## src/verilog/ias_cfg.svh

```systemverilog
// constants for the interrupt acceptance sequencer
`ifndef IAS_CFG_SVH
`define IAS_CFG_SVH
// register byte offsets on the avalon slave
`define IAS_OFF_ENABLE 4'h0
`define IAS_OFF_PEND   4'h4
`define IAS_OFF_CTRL   4'h8
`define IAS_OFF_STAT   4'hC
// field positions
`define IAS_MEF_BIT      0
`define IAS_STK_MEF_BIT  0
`define IAS_CTRL_RST_BIT 0
`define IAS_CTRL_SC_BIT  1
`define IAS_STAT_NM_BIT  4
`define IAS_STAT_BSY_BIT 5
// reset values
`define IAS_ENABLE_RESET 16'h0000
`define IAS_PEND_RESET   16'h0000
`define IAS_CTRL_RESET   2'h2
// source numbers, lower number wins
`define IAS_SRC_SW    4'h1
`define IAS_SRC_UNDEF 4'h2
`define IAS_SRC_FAULT 4'h3
`define IAS_FIRST_MASK 4
// opcode returned for a missing address
`define IAS_SWI_OPCODE 8'hFF
// memory layout
`define IAS_VEC_BASE 16'hFFE0
`define IAS_DATA_TOP 16'h03FF
`define IAS_ROM_BOT  16'hC000
// acceptance sequence cycles, eight in all
`define IAS_ACC_PSW  3'h0
`define IAS_ACC_PCH  3'h1
`define IAS_ACC_PCL  3'h2
`define IAS_ACC_VLO  3'h3
`define IAS_ACC_VHI  3'h4
`define IAS_ACC_GLO  3'h5
`define IAS_ACC_GHI  3'h6
`define IAS_ACC_LAST 3'h7
// return sequence cycles
`define IAS_RET_RLO  3'h0
`define IAS_RET_RHI  3'h1
`define IAS_RET_GLO  3'h2
`define IAS_RET_GHI  3'h3
`define IAS_RET_LAST 3'h4
`define IAS_ONE_CYC  3'h1
`define IAS_SP_STEP  16'h0003
`endif

```

## src/verilog/ias_pkg.sv

```systemverilog
// types shared by the interrupt acceptance sequencer
package ias_pkg;
  // sequencer states
  typedef enum logic [1:0] {
    IAS_IDLE,
    IAS_ACC,
    IAS_RET
  } ias_state_type;
endpackage

```

## src/verilog/ias_sequencer.sv

```systemverilog
// interrupt acceptance and return sequencer with avalon register slave
// Functional notes
// - pending latch holds until accepted or cleared
// - acceptance takes eight cycles after instruction
// - acceptance clears the master enable
// - acceptance clears the accepted pending latch
// - push status, pc high, pc low; sp-3
// - load pc from the source vector slot
// - acceptance starts within 38 clocks
// - master enable low blocks all maskable
// - only pc and status word saved
// - two return kinds end their service
// - return pops pc and status; sp+3
// - pc low at sp+1, high sp+2
// - sample requests in last instruction cycle
// - trap opcode starts software interrupt, top priority
// - missing address fetch returns trap opcode
// - fetch from data areas raises fetch fault
// - bad opcode accepted at once, breaks processing
// - fetch fault accepted at once, even nested
// - control bit selects reset or interrupt
// - master enable is bit zero, resets low
// - non-maskable ignore all enable flags
//
// Added by the designer: the address map and the Avalon-MM slave port.
`timescale 1ns/1ns
`include "ias_cfg.svh"

module ias_sequencer (
  input  wire logic        clk,
  input  wire logic        rst,
  // avalon-mm slave
  input  wire logic [3:0]  avs_address,
  input  wire logic        avs_read,
  input  wire logic        avs_write,
  input  wire logic [31:0] avs_writedata,
  input  wire logic [3:0]  avs_byteenable,
  output logic      [31:0] avs_readdata,
  output logic             avs_waitrequest,
  // cpu instruction sequencer
  input  wire logic        insn_last,
  input  wire logic [15:0] pc_in,
  input  wire logic [6:0]  psw_in,
  input  wire logic [15:0] sp_in,
  input  wire logic        bad_opcode,
  input  wire logic        return_maskable,
  input  wire logic        return_nonmaskable,
  input  wire logic        fetch_valid,
  input  wire logic [15:0] fetch_addr,
  input  wire logic [7:0]  fetch_data,
  output logic      [7:0]  opcode_out,
  output logic             opcode_valid,
  output logic             cpu_hold,
  output logic             pc_load,
  output logic      [15:0] pc_value,
  output logic             psw_load,
  output logic      [6:0]  psw_value,
  output logic             sp_load,
  output logic      [15:0] sp_value,
  output logic             trap_reset,
  // stack and vector memory
  output logic             mem_wr,
  output logic             mem_rd,
  output logic      [15:0] mem_addr,
  output logic      [7:0]  mem_wdata,
  input  wire logic [7:0]  mem_rdata,
  // peripheral request pulses
  input  wire logic [15:4] irq_req
);

  // sequencer state and step counter
  ias_pkg::ias_state_type state_reg;
  logic [2:0]  cyc_reg;
  // software visible state
  logic [15:0] enable_reg;   // source enables, master at bit 0
  logic [15:0] pend_reg;     // pending request latches
  logic [1:0]  ctrl_reg;     // trap reset mode, single chip
  logic        nm_act_reg;   // non-maskable service in progress
  // context captured at acceptance
  logic [3:0]  src_reg;
  logic [15:0] spw_reg;      // stack pointer at sequence start
  logic [15:0] pcs_reg;      // pc to save, or pc being restored
  logic [6:0]  psws_reg;
  logic        mefs_reg;     // master enable to save
  logic [7:0]  lo_reg;       // low byte gathered from memory
  // bus handshake
  logic        ack_reg;

  // bus decode
  wire bus_req  = avs_read | avs_write;
  wire bus_wr   = avs_write & ack_reg;
  wire sel_en   = avs_address == `IAS_OFF_ENABLE;
  wire sel_pend = avs_address == `IAS_OFF_PEND;
  wire sel_ctrl = avs_address == `IAS_OFF_CTRL;
  wire sel_stat = avs_address == `IAS_OFF_STAT;
  // lane mask for the low halfword
  wire [15:0] lane = {{8{avs_byteenable[1]}}, {8{avs_byteenable[0]}}};

  // read mux; unmapped offsets read zero
  wire [31:0] rd_mux =
    sel_en   ? {16'h0000, enable_reg} :
    sel_pend ? {16'h0000, pend_reg} :
    sel_ctrl ? {30'h00000000, ctrl_reg} :
    sel_stat ? {26'h0000000, state_reg != ias_pkg::IAS_IDLE,
                nm_act_reg, src_reg} :
               32'h00000000;

  // fetch checks
  wire in_data  = fetch_addr <= `IAS_DATA_TOP;
  wire missing  = ctrl_reg[`IAS_CTRL_SC_BIT] & ~in_data &
                  (fetch_addr < `IAS_ROM_BOT);
  wire [7:0] eff_op = missing ? `IAS_SWI_OPCODE : fetch_data;
  wire fault    = fetch_valid & in_data;
  wire sw_req   = fetch_valid & ~in_data & (eff_op == `IAS_SWI_OPCODE);
  // control bit picks reset or interrupt
  wire fault_irq = fault & ~ctrl_reg[`IAS_CTRL_RST_BIT];
  wire fault_rst = fault & ctrl_reg[`IAS_CTRL_RST_BIT];

  // set vector, source 0 is unused
  wire [15:0] set_vec = {irq_req, fault_irq, bad_opcode, sw_req, 1'b0};

  // source selection
  logic [15:0] elig;
  logic [3:0]  pick;
  logic        any_mask;
  logic        any_now;
  // walk down from the highest number so the lowest, top priority, is picked last and wins
  always_comb begin
    elig     = 16'h0000;
    pick     = 4'h0;
    any_mask = 1'b0;
    any_now  = 1'b0;
    for (int i = 15; i >= 1; i--) begin
      if (i < `IAS_FIRST_MASK) begin
        elig[i] = pend_reg[i];
        if (pend_reg[i]) begin
          any_now = 1'b1;
        end
      end else begin
        elig[i] = pend_reg[i] & enable_reg[i] &
                  enable_reg[`IAS_MEF_BIT];
        if (elig[i]) begin
          any_mask = 1'b1;
        end
      end
      if (elig[i]) begin
        pick = 4'(i);
      end
    end
  end

  wire idle = state_reg == ias_pkg::IAS_IDLE;
  wire ret_end = (state_reg == ias_pkg::IAS_RET) &
                 (cyc_reg == `IAS_RET_LAST);
  // boundary sampling bounds the start delay
  // sample maskable at last instruction cycle or return end, non-maskable in any idle cycle
  wire accept = (idle & (any_now | (insn_last & any_mask))) |
                (ret_end & (any_now | any_mask));
  // either return kind starts the pop sequence
  wire ret_go = idle & ~accept & (return_maskable | return_nonmaskable);

  // restored values at the end of a return
  // gathered word: byte now on the bus over the kept low byte
  wire [15:0] pc_rest  = {mem_rdata, lo_reg};
  wire [15:0] sp_rest  = spw_reg + `IAS_SP_STEP;
  // the popped status byte stands on the bus in the last cycle
  wire        mef_rest = mem_rdata[`IAS_STK_MEF_BIT];
  // context source: live cpu values, or restored ones after a return
  wire [15:0] pc_cap  = ret_end ? pcs_reg : pc_in;
  wire [15:0] sp_cap  = ret_end ? sp_rest : sp_in;

  // pending latches
  wire [15:0] clr_bus = (bus_wr & sel_pend) ?
                        (lane & ~avs_writedata[15:0]) : 16'h0000;
  logic [15:0] pend_next;
  genvar g;
  generate
    for (g = 0; g < 16; g++) begin : g_pend
      // hold until accepted or cleared; set wins
      assign pend_next[g] = set_vec[g] |
        (pend_reg[g] & ~clr_bus[g] &
         ~(accept & (pick == 4'(g))));
    end
  endgenerate

  // latch update
  always_ff @(posedge clk) begin
    if (rst) begin
      pend_reg <= `IAS_PEND_RESET;
    end else begin
      pend_reg <= pend_next;
    end
  end

  // bus slave
  // waitrequest drops for one cycle, the second of the request
  always_ff @(posedge clk) begin
    if (rst) begin
      ack_reg         <= 1'b0;
      avs_waitrequest <= 1'b1;
      avs_readdata    <= 32'h00000000;
    end else begin
      ack_reg         <= bus_req & ~ack_reg;
      avs_waitrequest <= ~(bus_req & ~ack_reg);
      avs_readdata    <= rd_mux;
    end
  end

  // control register
  always_ff @(posedge clk) begin
    if (rst) begin
      ctrl_reg <= `IAS_CTRL_RESET;
    end else if (bus_wr & sel_ctrl & avs_byteenable[0]) begin
      ctrl_reg <= avs_writedata[1:0];
    end
  end

  // enables; hardware actions come after the bus write
  always_ff @(posedge clk) begin
    if (rst) begin
      enable_reg <= `IAS_ENABLE_RESET;
    end else begin
      if (bus_wr & sel_en) begin
        enable_reg <= (enable_reg & ~lane) |
                      (avs_writedata[15:0] & lane);
      end
      if (ret_end) begin
        enable_reg[`IAS_MEF_BIT] <= mef_rest;
      end
      if (accept) begin
        enable_reg[`IAS_MEF_BIT] <= 1'b0;
      end
    end
  end

  // sequencer
  // state and step counter
  always_ff @(posedge clk) begin
    if (rst) begin
      state_reg <= ias_pkg::IAS_IDLE;
      cyc_reg   <= 3'h0;
    end else if (accept) begin
      state_reg <= ias_pkg::IAS_ACC;
      cyc_reg   <= 3'h0;
    end else if (ret_go) begin
      state_reg <= ias_pkg::IAS_RET;
      cyc_reg   <= 3'h0;
    end else if ((state_reg == ias_pkg::IAS_ACC &&
                  cyc_reg == `IAS_ACC_LAST) || ret_end) begin
      state_reg <= ias_pkg::IAS_IDLE;
      cyc_reg   <= 3'h0;
    end else if (!idle) begin
      cyc_reg <= cyc_reg + `IAS_ONE_CYC;
    end
  end

  // context capture and gathered bytes
  always_ff @(posedge clk) begin
    if (rst) begin
      src_reg  <= 4'h0;
      spw_reg  <= 16'h0000;
      pcs_reg  <= 16'h0000;
      psws_reg <= 7'h00;
      mefs_reg <= 1'b0;
      lo_reg   <= 8'h00;
    end else if (accept) begin
      // only pc and status word are kept
      src_reg  <= pick;
      spw_reg  <= sp_cap;
      pcs_reg  <= pc_cap;
      psws_reg <= ret_end ? mem_rdata[7:1] : psw_in;
      mefs_reg <= ret_end ? mef_rest : enable_reg[`IAS_MEF_BIT];
    end else if (ret_go) begin
      spw_reg <= sp_in;
    end else if (state_reg == ias_pkg::IAS_ACC &&
                 cyc_reg == `IAS_ACC_GLO) begin
      lo_reg <= mem_rdata;
    end else if (state_reg == ias_pkg::IAS_ACC &&
                 cyc_reg == `IAS_ACC_GHI) begin
      // the high byte stands only this cycle, so keep the entry here
      pcs_reg <= pc_rest;
    end else if (state_reg == ias_pkg::IAS_RET) begin
      case (cyc_reg)
        `IAS_RET_GLO: lo_reg <= mem_rdata;
        `IAS_RET_GHI: pcs_reg <= pc_rest;
        default: ;
      endcase
    end
  end

  // memory port, one read latency cycle
  always_ff @(posedge clk) begin
    if (rst) begin
      mem_wr    <= 1'b0;
      mem_rd    <= 1'b0;
      mem_addr  <= 16'h0000;
      mem_wdata <= 8'h00;
    end else begin
      mem_wr <= 1'b0;
      mem_rd <= 1'b0;
      case (state_reg)
        ias_pkg::IAS_ACC: begin
          case (cyc_reg)
            // status word with master enable first
            `IAS_ACC_PSW: begin
              mem_wr    <= 1'b1;
              mem_addr  <= spw_reg;
              mem_wdata <= {psws_reg[6:1], psws_reg[0], mefs_reg};
            end
            `IAS_ACC_PCH: begin
              mem_wr    <= 1'b1;
              mem_addr  <= spw_reg - 16'h0001;
              mem_wdata <= pcs_reg[15:8];
            end
            // pc low lands at final sp plus one
            `IAS_ACC_PCL: begin
              mem_wr    <= 1'b1;
              mem_addr  <= spw_reg - 16'h0002;
              mem_wdata <= pcs_reg[7:0];
            end
            `IAS_ACC_VLO: begin
              mem_rd   <= 1'b1;
              mem_addr <= `IAS_VEC_BASE + {11'h000, src_reg, 1'b0};
            end
            `IAS_ACC_VHI: begin
              mem_rd   <= 1'b1;
              mem_addr <= `IAS_VEC_BASE + {11'h000, src_reg, 1'b1};
            end
            default: ;
          endcase
        end
        ias_pkg::IAS_RET: begin
          // pop pc low, pc high, status
          case (cyc_reg)
            `IAS_RET_RLO: begin
              mem_rd   <= 1'b1;
              mem_addr <= spw_reg + 16'h0001;
            end
            `IAS_RET_RHI: begin
              mem_rd   <= 1'b1;
              mem_addr <= spw_reg + 16'h0002;
            end
            `IAS_RET_GLO: begin
              mem_rd   <= 1'b1;
              mem_addr <= spw_reg + `IAS_SP_STEP;
            end
            default: ;
          endcase
        end
        default: ;
      endcase
    end
  end

  // register loads towards the cpu
  always_ff @(posedge clk) begin
    if (rst) begin
      pc_load   <= 1'b0;
      pc_value  <= 16'h0000;
      psw_load  <= 1'b0;
      psw_value <= 7'h00;
      sp_load   <= 1'b0;
      sp_value  <= 16'h0000;
    end else begin
      pc_load  <= 1'b0;
      psw_load <= 1'b0;
      sp_load  <= 1'b0;
      if (state_reg == ias_pkg::IAS_ACC &&
          cyc_reg == `IAS_ACC_LAST) begin
        // jump to entry, sp down by three
        pc_load  <= 1'b1;
        pc_value <= pcs_reg;
        sp_load  <= 1'b1;
        sp_value <= spw_reg - `IAS_SP_STEP;
      end else if (ret_end) begin
        // restore pc, status and sp plus three
        pc_load   <= 1'b1;
        pc_value  <= pcs_reg;
        psw_load  <= 1'b1;
        psw_value <= mem_rdata[7:1];
        sp_load   <= 1'b1;
        sp_value  <= sp_rest;
      end
    end
  end

  // non-maskable service tracking
  always_ff @(posedge clk) begin
    if (rst) begin
      nm_act_reg <= 1'b0;
    end else if (accept && pick < 4'(`IAS_FIRST_MASK)) begin
      nm_act_reg <= 1'b1;
    end else if (ret_go & return_nonmaskable) begin
      nm_act_reg <= 1'b0;
    end
  end

  // hold the cpu and pass fetched opcodes on
  always_ff @(posedge clk) begin
    if (rst) begin
      cpu_hold     <= 1'b0;
      opcode_out   <= 8'h00;
      opcode_valid <= 1'b0;
      trap_reset   <= 1'b0;
    end else begin
      cpu_hold     <= accept | ret_go |
                      (~idle & ~ret_end &
                       ~(state_reg == ias_pkg::IAS_ACC &&
                         cyc_reg == `IAS_ACC_LAST));
      // data area fetches never reach the decoder
      opcode_valid <= fetch_valid & ~in_data;
      opcode_out   <= eff_op;
      trap_reset   <= fault_rst;
    end
  end

endmodule

```

## config.mk

```make
export PLATFORM = sky130hd
export DESIGN_NAME = ias_sequencer
export DESIGN_NICKNAME = d
export VERILOG_FILES = /design/src/verilog/ias_pkg.sv /design/src/verilog/ias_sequencer.sv
export VERILOG_INCLUDE_DIRS = /design/src /design/src/verilog
export SDC_FILE = /design/constraint.sdc
export NUM_CORES = 1
export LEC_CHECK = 0
export BUFFER_PORTS_ARGS = -buffer_cell sky130_fd_sc_hd__buf_2
export CORE_AREA = 2 2 170 214
export DETAILED_ROUTE_END_ITERATION = 7
export DIE_AREA = 0 0 172 216
export HOLD_SLACK_MARGIN = 0.05
export PLACE_DENSITY = 0.53
export SYNTH_ARGS = -nofsm -noshare
export SYNTH_HDL_FRONTEND = slang
export SYNTH_SLANG_ARGS = --single-unit
```

## constraint.sdc

```tcl
create_clock -name clk -period 4.5 [get_ports clk]
set_clock_uncertainty 0.2 [all_clocks]
set_input_delay 0.45 -clock clk [delete_from_list [all_inputs] [get_ports clk]]
set_output_delay 0.45 -clock clk [all_outputs]
set_load 0.005 [all_outputs]
```

* Word level (Yosys, flattened, before mapping) *
Index checks and enable logic that the tools add are counted.

operators by class
  bitwise gates (word level) = 164
  muxes and demuxes = 72
  reduce and logical (&&, ||, !) cells = 34
  equality and inequality tests = 34
  $lt $le $gt $ge = 3
  $add $sub $neg = 9

operators by type and width
  kind                   number
  $mux 16                17
  $and 1x1->1            94
  $pmux 16 s5            1
  $mux 4                 15
  $and 16x16->16         3
  $pmux 16 s3            1
  $not 1->1              42
  $eq 4x4->1 const B     10
  $mux 8                 5
  $add 16x2->16 const B  2
  $not 16->16            2
  $pmux 16 s2            1
  $sub 16x2->16 const B  2
  $mux 1                 25
  $pmux 8 s3             1
  $or 1x1->1             22
  $eq 4x3->1 const B     5
  $reduce_bool 2->1      9
  $add 16x1->16 const B  1
  $le 16x10->1 const B   1
  $lt 16x16->1 const B   1
  $or 16x16->16          1
  $sub 16x1->16 const B  1
  $add 6x6->7 const A    2
  other kinds (29)       52

storage, ports and cells
  input port bits = 132
  flip-flop bits (word level) = 204
  word-level logic and storage cells = 347
  output and inout bits = 112

* Depth between registers and ports, before layout *
  depth in word-level cells = 24
  depth in mapped cells = 11

* Worst setup path before layout *
No wires, ideal clock.

  path kind = reg2reg
  start point = register spw_reg[0]
  end point = register mem_addr[8]
  required time = 4183 ps
  period minus slack after synthesis = 2814 ps
  arrival time = 2496 ps
  stages on the path, launching flop included = 11
  setup slack = 1686 ps
  path buffers = 3
  setup time = 117 ps
  path through = dfxtp_1 > clkbuf_1 > buf_1 > inv_1 > ha_1 > clkbuf_1 > and2_0 > o21ai_0 > o32ai_1 > a311o_1 > a32o_1

between the ends
  cells in the longest elaborated chain, start to end = 3

ends and longest elaborated chain
  element                                     RTL line                                    text
  start, declared                             ias_sequencer.sv:81                         logic [15:0] spw_reg;
  start signal, assigned                      ias_sequencer.sv:269                        spw_reg <= sp_cap;
  start signal, assigned                      ias_sequencer.sv:274                        spw_reg <= sp_in;
  $sub 16x2->16 (tied with other cells)       ias_sequencer.sv:318                        mem_addr <= spw_reg - 16'h0002;
  $pmux 16 s5 or $pmux 16 s3 (tied branches)  ias_sequencer.sv:303, ias_sequencer.sv:334
  $pmux 16 s2 (*)                             ias_sequencer.sv:301                        case (state_reg)
  end signal, assigned                        ias_sequencer.sv:307                        mem_addr <= spw_reg;
  end signal, assigned                        ias_sequencer.sv:318
  end signal, assigned                        ias_sequencer.sv:323                        mem_addr <= `IAS_VEC_BASE + {11'h000, src_reg, 1'b0};
  end, declared                               ias_sequencer.sv:64                         output logic [15:0] mem_addr,

Mark *: on every way between the ends. The rest lies on a longest branch, timed or not.
A chain may end at the register's enable or synchronous reset.

* Worst setup path after layout *
  start point = register state_reg[0]
  end point = register pend_reg[15]

between the ends
  cells in the longest elaborated chain, start to end = 8

ends and longest elaborated chain
  element                 RTL line              text
  start, declared         ias_sequencer.sv:72   ias_pkg::ias_state_type state_reg;
  start signal, assigned  ias_sequencer.sv:240  state_reg <= ias_pkg::IAS_IDLE;
  start signal, assigned  ias_sequencer.sv:243  state_reg <= ias_pkg::IAS_ACC;
  start signal, assigned  ias_sequencer.sv:246  state_reg <= ias_pkg::IAS_RET;
  $eq 2x2->1              ias_sequencer.sv:153  wire ret_end = (state_reg == ias_pkg::IAS_RET) &
  $and 1x1->1             ias_sequencer.sv:153
  $and 1x1->1             ias_sequencer.sv:158  (ret_end & (any_now | any_mask));
  $or 1x1->1 (*)          ias_sequencer.sv:157  wire accept = (idle & (any_now | (insn_last & any_mask))) |
  $and 1x1->1 (*)         ias_sequencer.sv:182  ~(accept & (pick == 4'(g))));
  $not 1->1 (*)           ias_sequencer.sv:182
  $and 1x1->1 (*)         ias_sequencer.sv:181  (pend_reg[g] & ~clr_bus[g] &
  $or 1x1->1 (*)          ias_sequencer.sv:180  assign pend_next[g] = set_vec[g] |
  end signal, assigned    ias_sequencer.sv:189  pend_reg <= `IAS_PEND_RESET;
  end signal, assigned    ias_sequencer.sv:191  pend_reg <= pend_next;
  end, declared           ias_sequencer.sv:76   logic [15:0] pend_reg;

Marked as above.

==> flow_summary.ini <==
[outcome]
status = complete, no violations

[pwr]
pwr-share-clk = 0.339
irDropWorstVdd_uv = 259
power.leakage_uw = 0.00491
p_sw_uw = 1590
seq_power_share = 0.416
cell_internal_pwr_uw = 3030
power.density_nw_per_um2 = 363
comb_power_share = 0.245
switching_share = 0.344
total_power_uw = 4620

[worst_setup_path]
cp_slowest_cell = dlygate4sd3_1
max_stage_delay_ns = 0.59
cp.required_ns = 4.64
crit_chain = inv_1, ha_1, buf_4, nand3_1, buf_4, nand2_1, nand2_1, or3_1, o221ai_1, o21ai_0, dlygate4sd3_1
cp_max_fo = 33
cp_top_family = buffers and inverters
path_class = reg -> reg
worst_setup_path_end_kind = flip-flop
cp.arrival_ns = 3.84
crit_buf_inv = 4
cp-start-kind = flip-flop

[logic_synthesis]
synthDistinctLibCells = 85
synth_ff_type = dfxtp_1
synth_seq_cells = 188
synth_area_um2 = 10400
async_flop_share = 0
ys_seq_area_frac = 0.360
avgSynthCellArea_um2 = 7.93
synth_warnings = 0
netlist_instances = 1317
synth_edf_count = 0

[clocking]
clock_sinks = 188
ctsLongestPathBuffers = 2
htree_levels = 4
cts_resized = 0
numCtsBuffers = 17
cts.clk_slew.worst_paths_ns = 0.07
cts_tree = built
root_buffer = clkbuf_16
insertion_delay_ns = 0.46

[floorplanning]
die_w_um = 172
rows = 77
dieArea_um2 = 37200
core_region_area_um2 = 35100
start_util = 0.298
io_pins = 244
die_h_um = 216

[layout]
area_growth_pct = 21.8
multi_input_area_um2 = 6020
regArea_um2 = 3760
stdcell_count = 1975
fill_cells = 3767
drive_above_1_share = 0.205
fin_nets = 1635

[sta]
tightest_slew_ns = 1.08
rsz0062_at_grt = false
finalMaxSlewViolations = 0
fin_crit_sh = 0.822
slew_headroom = 0.282
tns_ns = 0
fmax_mhz = 270
hold_slack_ns = 0.0720
finalSetupViolations = 0
hold_violations = 0
period_minus_slack_ns = 3.70

[detailed_routing]
drc = 0
vias_per_cell = 5.32
drtAntennaViolNets = 0
drt-initial-drc-count = 883
drtPass1Iterations = 7
wl_per_cell_um = 19.4
drt-total-wl_um = 38300
vias = 10500

[job]
drv_cap = 0

[grt]
grt_util_all_layers = 0.202
gr-total-overflow = 0
antenna_found_initial = 2
grt_max_degree = 82
grt_pass1_wl_um = 57600
grt_pass1_vias = 9781

[placement]
dp.cells = 1905
routabilityCongestion = 0.932
hpwl_um = 27600
port_buffers = 199

[min_path]
hold_class = in -> reg
## what timing repair did
| item | 4_1_cts | 5_1_grt |
|---|---|---|
| setup buffers | 0 | 0 |
| endpoints found under the setup margin | 0 | 0 |
| hold buffers | 37 | 0 |
| endpoints found under the hold margin | 37 | 0 |
## power groups by stage
stage | Clock [µW] | Combinational, µW | Sequential (µW)
2_1_floorplan | 0 | 797 | 1870
3_3_place_gp | 0 | 1090 | 1950
3_5_place_dp | 0 | 1090 | 1960
4_1_cts | 1610 | 1120 | 1920
5_1_grt | 1680 | 1230 | 1940
6_report | 1570 | 1130 | 1920
## cells in the mapped netlist (10+ instances only)
library cell / count / area, µm²
a211oi_1: 35 / 263
a21oi_1: 118 / 591
a22oi_1: 26 / 195
a31oi_1: 16 / 100
and3_1: 10 / 62.6
buf_1: 10 / 37.5
buf_2: 11 / 55.1
buf_4: 17 / 128
clkbuf_1: 90 / 338
dfxtp_1: 188 / 3760
ha_1: 16 / 200
inv_1: 38 / 143
mux2i_1: 48 / 480
nand2_1: 133 / 499
nand3_1: 26 / 130
nand4_1: 12 / 75.1
nor2_1: 191 / 717
nor3_1: 21 / 105
nor4_1: 17 / 106
o211ai_1: 12 / 90.1
o21ai_0: 39 / 195
o221ai_1: 12 / 105
o31ai_1: 11 / 82.6
or3_1: 12 / 75.1
xnor2_1: 25 / 219
## metal layers
metal  up-vias  part of all wire  track usage  wire [µm]
li1       5058                 -            -          -
met1      4960              0.41        0.246      15700
met2       415              0.50        0.351      19100
met3        75             0.056       0.0330       2160
met4         4             0.033       0.0849       1260
met5         -           0.00052            0         20
## kinds of logic after synthesis
group | count (synthesis) | synth area share
AO/OA/AOI/OAI | 386 | 0.266
AND/OR/NAND/NOR | 478 | 0.210
buffers and inverters | 170 | 0.0707
XOR/XNOR | 28 | 0.0235
flip-flops | 188 | 0.360
multiplexers | 50 | 0.0492
other | 1 | 0.000359
adder cells (fa/ha/maj) | 16 | 0.0192
## worst min-delay path: stages
cell and delay [ns]:
buf_2 0.10, mux2i_1 0.06, nor2_1 0.07
## final cells by class
cell class / instances / area share
antenna: 1 / 0.000197
clock buffer: 20 / 0.0367
clock inverter: 12 / 0.0103
inverter: 39 / 0.0115
multi-input combinational: 974 / 0.473
sequential: 188 / 0.296
tap: 474 / 0.0466
timing repair buffer: 267 / 0.126
## layout by cell type, fill, tap and decap left out, types with 25 or more instances in the layout
cell type and count:
buf_2 198, nor2_1 191, dfxtp_1 188, nand2_1 133, a21oi_1 118, mux2i_1 48
o21ai_0 39, inv_1 38, dlygate4sd3_1 37, a211oi_1 35, buf_4 31, nand3_1 26
a22oi_1 26, xnor2_1 25
## final timing paths
path,end,from,slack (ns),depth (start not counted)
worst max-delay path,pend_reg[15]$_SDFF_PP0_,state_reg[0]$_SDFFE_PP0P_,0.80,11
worst min-delay path,flip-flop,avs_writedata[5],0.07,3
worst max register to register,pend_reg[15]$_SDFF_PP0_,state_reg[0]$_SDFFE_PP0P_,0.80,11
worst min register to register,pc_value[15]$_SDFFE_PP0P_,pc_value[15]$_SDFFE_PP0P_,0.25,2
## stage by stage
stage | worst slack, ns | instance area (µm²) | util
final | 0.801 | 12700 | 0.363
after global routing | 0.654 | 12700 | 0.363
after CTS | 0.862 | 12700 | 0.363
after detailed placement | 1.26 | 11800 | 0.335
after global placement | 1.31 | 11800 | 0.335
after floorplan | 1.69 | 10500 | -
(Power assumes the default switching activity.)
